$ cat src/rtl/backup_regs_pkg.sv
// package of constants and carriers for the backup register bank
package backup_regs_pkg;
  localparam int unsigned REG_COUNT = 32;
  localparam int unsigned DATA_WIDTH = 32;
  localparam int unsigned ADDR_WIDTH = 5;
  localparam int unsigned KEY_REGS = 8;
  localparam logic [DATA_WIDTH-1:0] REG_RESET = 32'h00000000;
  localparam logic LOCK_RESET = 1'b0;

  typedef struct packed {
    logic wr;
    logic rd;
    logic [ADDR_WIDTH-1:0] addr;
    logic [DATA_WIDTH-1:0] wdata;
  } access_t;

  typedef struct packed {
    logic valid;
    logic [DATA_WIDTH-1:0] data;
  } answer_t;
endpackage

$ cat src/rtl/backup_mem.sv
// register-file memory holding the backup words, with erase-all
`timescale 1ns/10ps
module backup_mem #(
  parameter int unsigned DEPTH = 32,
  parameter int unsigned WIDTH = 32,
  parameter int unsigned AW = 5
) (
  input wire logic clock,
  input wire logic rst_n,
  input wire logic erase,
  input wire logic we,
  input wire logic [AW-1:0] waddr,
  input wire logic [WIDTH-1:0] wdata,
  input wire logic [AW-1:0] raddr,
  output logic [WIDTH-1:0] rdata
);
  logic [WIDTH-1:0] mem [DEPTH];
  initial begin
    if (DEPTH > (1 << AW)) $error("depth exceeds address range");
  end
  // bank sits in the retained domain: only erase or reset clears it
  always_ff @(posedge clock or negedge rst_n) begin
    if (!rst_n) begin
      for (int i = 0; i < DEPTH; i++) mem[i] <= backup_regs_pkg::REG_RESET;
      rdata <= backup_regs_pkg::REG_RESET;
    end else begin
      if (erase) begin
        for (int i = 0; i < DEPTH; i++) mem[i] <= backup_regs_pkg::REG_RESET;
      end else if (we) begin
        mem[waddr] <= wdata;
      end
      rdata <= mem[raddr];
    end
  end
endmodule

$ cat src/rtl/backup_regs_boot_key_lock.sv
// backup register bank with boot key lock
`timescale 1ns/10ps
module backup_regs_boot_key_lock #(
  parameter int unsigned KEY_REGS = backup_regs_pkg::KEY_REGS
) (
  input wire logic clock,
  input wire logic resetn,
  input wire backup_regs_pkg::access_t access,
  input wire logic lock_write,
  input wire logic lock_wdata,
  input wire logic tamper_event,
  input wire logic readout_protection_disable,
  output backup_regs_pkg::answer_t answer,
  output logic boot_key_lock_bit
);
  initial begin
    if (KEY_REGS > backup_regs_pkg::REG_COUNT) $error("key region larger than bank");
  end

  ////////////////////////////////////////////////////////////////
  typedef struct packed {
    logic [1:0] tamper_sync;
    logic [1:0] rdp_sync;
    logic lock;
    logic rd_pend;
    logic rd_blank;
    backup_regs_pkg::answer_t ans;
  } state_t;

  state_t s;
  state_t next_s;
  // kept apart from s: it is reset by the pin, not by its own output
  logic [1:0] rst_sync;
  logic rst_n;
  logic [backup_regs_pkg::DATA_WIDTH-1:0] mem_rdata;
  logic clear_event;
  logic mem_we;

  function automatic logic in_key(input logic [backup_regs_pkg::ADDR_WIDTH-1:0] a);
    return 32'(a) < KEY_REGS;
  endfunction

  ////////////////////////////////////////////////////////////////
  // reset release through two flops
  always_ff @(posedge clock or negedge resetn) begin
    if (!resetn) rst_sync <= 2'h0;
    else rst_sync <= {rst_sync[0], 1'b1};
  end
  assign rst_n = rst_sync[1];

  // event pins are asynchronous, only the second flop is used
  assign clear_event = s.tamper_sync[1] | s.rdp_sync[1];
  assign mem_we = access.wr && !(s.lock && in_key(access.addr));

  always_comb begin
    next_s = s;
    next_s.tamper_sync = {s.tamper_sync[0], tamper_event};
    next_s.rdp_sync = {s.rdp_sync[0], readout_protection_disable};
    // clearing wins over a same-cycle set so the erased key stays unlocked
    if (clear_event) begin
      next_s.lock = 1'b0;
    end else if (lock_write && lock_wdata) begin
      next_s.lock = 1'b1;
    end
    next_s.rd_pend = access.rd;
    next_s.rd_blank = s.lock && in_key(access.addr);
    next_s.ans.valid = s.rd_pend;
    next_s.ans.data = (s.rd_blank || clear_event) ? backup_regs_pkg::REG_RESET : mem_rdata;
  end

  always_ff @(posedge clock or negedge rst_n) begin
    if (!rst_n) begin
      s.tamper_sync <= 2'h0;
      s.rdp_sync <= 2'h0;
      s.lock <= backup_regs_pkg::LOCK_RESET;
      s.rd_pend <= 1'b0;
      s.rd_blank <= 1'b0;
      s.ans <= '0;
    end else begin
      s.tamper_sync <= next_s.tamper_sync;
      s.rdp_sync <= next_s.rdp_sync;
      s.lock <= next_s.lock;
      s.rd_pend <= next_s.rd_pend;
      s.rd_blank <= next_s.rd_blank;
      s.ans <= next_s.ans;
    end
  end

  backup_mem #(
    .DEPTH(backup_regs_pkg::REG_COUNT),
    .WIDTH(backup_regs_pkg::DATA_WIDTH),
    .AW(backup_regs_pkg::ADDR_WIDTH)
  ) u_mem (
    .clock(clock),
    .rst_n(rst_n),
    .erase(clear_event),
    .we(mem_we),
    .waddr(access.addr),
    .wdata(access.wdata),
    .raddr(access.addr),
    .rdata(mem_rdata)
  );

  assign answer = s.ans;
  assign boot_key_lock_bit = s.lock;
endmodule

$ cat config.mk
export PLATFORM = sky130hd
export DESIGN_NAME = backup_regs_boot_key_lock
export DESIGN_NICKNAME = d
export VERILOG_FILES = /design/src/rtl/backup_regs_pkg.sv /design/src/rtl/backup_mem.sv /design/src/rtl/backup_regs_boot_key_lock.sv
export SDC_FILE = /design/constraint.sdc
export NUM_CORES = 2
export LEC_CHECK = 0
export ABC_AREA = 1
export BUFFER_PORTS_ARGS = -buffer_cell sky130_fd_sc_hd__clkbuf_2
export CORE_UTILIZATION = 40
export CTS_CLUSTER_SIZE = 8
export DETAILED_ROUTE_END_ITERATION = 8
export PLACE_DENSITY = 0.56
export REMOVE_ABC_BUFFERS = 1
export SLEW_MARGIN = 25
export SYNTH_ARGS = -nofsm -noshare
export SYNTH_HDL_FRONTEND = slang
export SYNTH_SLANG_ARGS = --single-unit
$ cat constraint.sdc
create_clock -name clock -period 67.3 [get_ports clock]
set_input_delay 13.46 -clock clock [delete_from_list [all_inputs] [get_ports clock]]
set_output_delay 13.46 -clock clock [all_outputs]
set_load 0.01 [all_outputs]
==> qor.csv <==
metric;value;unit
outcome;finished clean;
pin count of the biggest net entering global routing;188;
core area;128000;sq um
synthesis-to-finish area growth;9.76;%
Hold-fix buffers, CTS;0;
number of port buffers;78;
worst vdd ir;26.3;uV
HP Class;reg -> reg;
Post-Place Cell Area;52600;sq um
Cell Pwr Density;25.7;nW/um^2
Distinct cells, synth;24;
Synth Warn #;0;
final setup fails;0;
post-route cell area;56900;sq um
EDFF count, synth;0;
fmax;61.7;MHz
DIE AREA;131000;sq um
GRT Total Usage;28.8;%
CTS tree;yes;
Synth area leader;dfrtp_1;
startpoint types;input pin;
max_slew headroom;28.9;%
Die X;362;um
RD Place Congestion;0.834;
grt ovf;0;
post-route ant nets;0;
layout cells sized above 1;6.39;%
Required @ worst endpoint;67.93;ns
Root Driver;clkbuf_16;
Max-Cap Viols;0;
Leakage;27.2;nW
Crit Path Category;in -> reg;
Yosys reg bits;1098;
most numerous cell in the Yosys netlist;nand2_1;
max-slew violations;0;
H-tree depth;4;
Worst EP arrival;16.83;ns
Worst-Margin Slew;1.07;ns
Seq/Total Area, Yosys;53.0;%
Sum Neg Setup Slack;0;ns
final hold vios;0;
Worst Clk Skew;0.0305;ns
Most used DFF post-synth;dfrtp_1;
Netlist Area Pre-Place;51800;sq um
asr flop ratio synth;100;%
Post-Syn Instances;6668;
CP endpoint kind;flop;
final worst slack;51.10;ns
Ant. Diodes;0;
# fillers;12938;
top cells by area, synth;dfrtp_1, nand2_1, o21ai_0, nand3_1, buf_2;
IO Pins;79;
Num Clock Sinks;1098;
Inserted Clock Buffers;156;
Avg Inst Size Synth;7.77;sq um
crit path max fanout;91;
post-CTS sizing;0;
initial antenna violation count;6;
post-synth top area share;53.0;%
Routed Wire Length;188000;um
fin crit period;16.20;ns
Post-CTS Setup Bufs;0;
detailed placement HPWL;98300;um
period utilization;24.1;%
Worst-Skew Late Latency;0.81;ns
Reg clk slew, reported paths;0.05;ns
number of global-route vias before repair;44351;
DRT Pass-1 Iters;6;
synth cell count leaders;nand2_1, dfrtp_1, o21ai_0, nand3_1, clkbuf_1;
first-pass GRT wire length;285000;um
DR DRC count;0;
Place WS;50.40;ns
routed len/inst;23.0;um
Max clock buf depth;3;
via count;45788;
vias per cell;5.62;
RSZ-0062 raised after global routing;false;
Initial Util;40.5;%
Site Rows;131;
Die Y;362;um
First DRT Iteration DRCs;4988;
# nets final;6441;
[power by group]
group	leakage, nW	switching (W)	internal (W)
Combinational	9.80	0.0000708	0.00000784
Clock	2.06	0.000302	0.000414
Sequential	15.3	0.00000168	0.000663
[flip-flops by register name, indices dropped and copies added (netlist names)]
register / count
answer: 33
boot_key_lock_bit: 1
next_s: 3
rst_sync: 2
s: 3
u_mem.mem: 1024
u_mem.rdata: 32
[cell usage in the layout, fill, tap and decap left out, drive strengths merged]
master and instances:
or2 1, clkinvlp 1, dfrtp 1098, nand2 2575, clkbuf 238, nor2 126
inv 204, o22ai 124, o21ai 1028, nand3 893, nand4 19, buf 95
conb 1, clkinv 14
[critical path: stages]
cell	delay, ns
buf_8	0.20
inv_8	0.58
buf_4	0.61
nand2_1	0.32
nor2_1	0.23
nand2_2	0.59
buf_4	0.51
nand3_1	0.11
o21ai_0	0.10
[path summary, 6_finish.rpt]
| path | slack [ns] | cells past startpoint | from | end |
|---|---|---|---|---|
| hold / removal | 0.35 | 0 | next_s[32] | answer[32] |
| setup reg to reg | 61.71 | 6 | rst_sync[1] | u_mem.mem[99] |
| min in group asynchronous | 0.42 | 0 | rst_sync[1] | answer[26] |
| hold reg to reg | 0.35 | 0 | next_s[32] | answer[32] |
| max in group asynchronous | 54.77 | 1 | resetn | rst_sync[1] |
| setup / recovery | 51.10 | 9 | access[32] | u_mem.mem[695] |
[cell type report]
cell class | instances | area [sq um] | area share (%)
flip-flops and latches | 1098 | 27500 | 48.3
multi-input cells | 4767 | 20900 | 36.8
clock buffers | 162 | 3940 | 6.92
well taps | 1729 | 2160 | 3.81
repair buffers | 171 | 1270 | 2.24
inverters | 202 | 773 | 1.36
clock inverters | 17 | 295 | 0.519
[layer usage]
metal	share of wire (%)	vias to the layer above	track usage, %
met3	7.6	363	4.88
met5	0.0069	-	0
met2	45	1832	45.4
met1	44	22547	39.6
met4	3.5	2	11.0
li1	-	21044	-
[through the flow]
| stage | hold slack [ns] | power [W] | cells | utilization, % |
|---|---|---|---|---|
| 3_3_place_gp | 0.332 | 0.000754 | 7964 | 41.0 |
| 6_report | 0.346 | 0.00146 | 8146 | 44.4 |
| 5_1_grt | 0.354 | 0.00150 | 8146 | 44.4 |
| 3_5_place_dp | 0.340 | 0.000754 | 7965 | 41.1 |
| 2_1_floorplan | 0.331 | 0.000710 | 6067 | - |
| 4_1_cts | 0.349 | 0.00147 | 8144 | 44.4 |
[cell families after synthesis]
group / share of synthesized area, %
AO/OA/AOI/OAI: 11.4
buffers and inverters: 6.80
flip-flops: 53.0
other: 0.00724
AND/OR/NAND/NOR: 28.7
(Power assumes the default switching activity.)
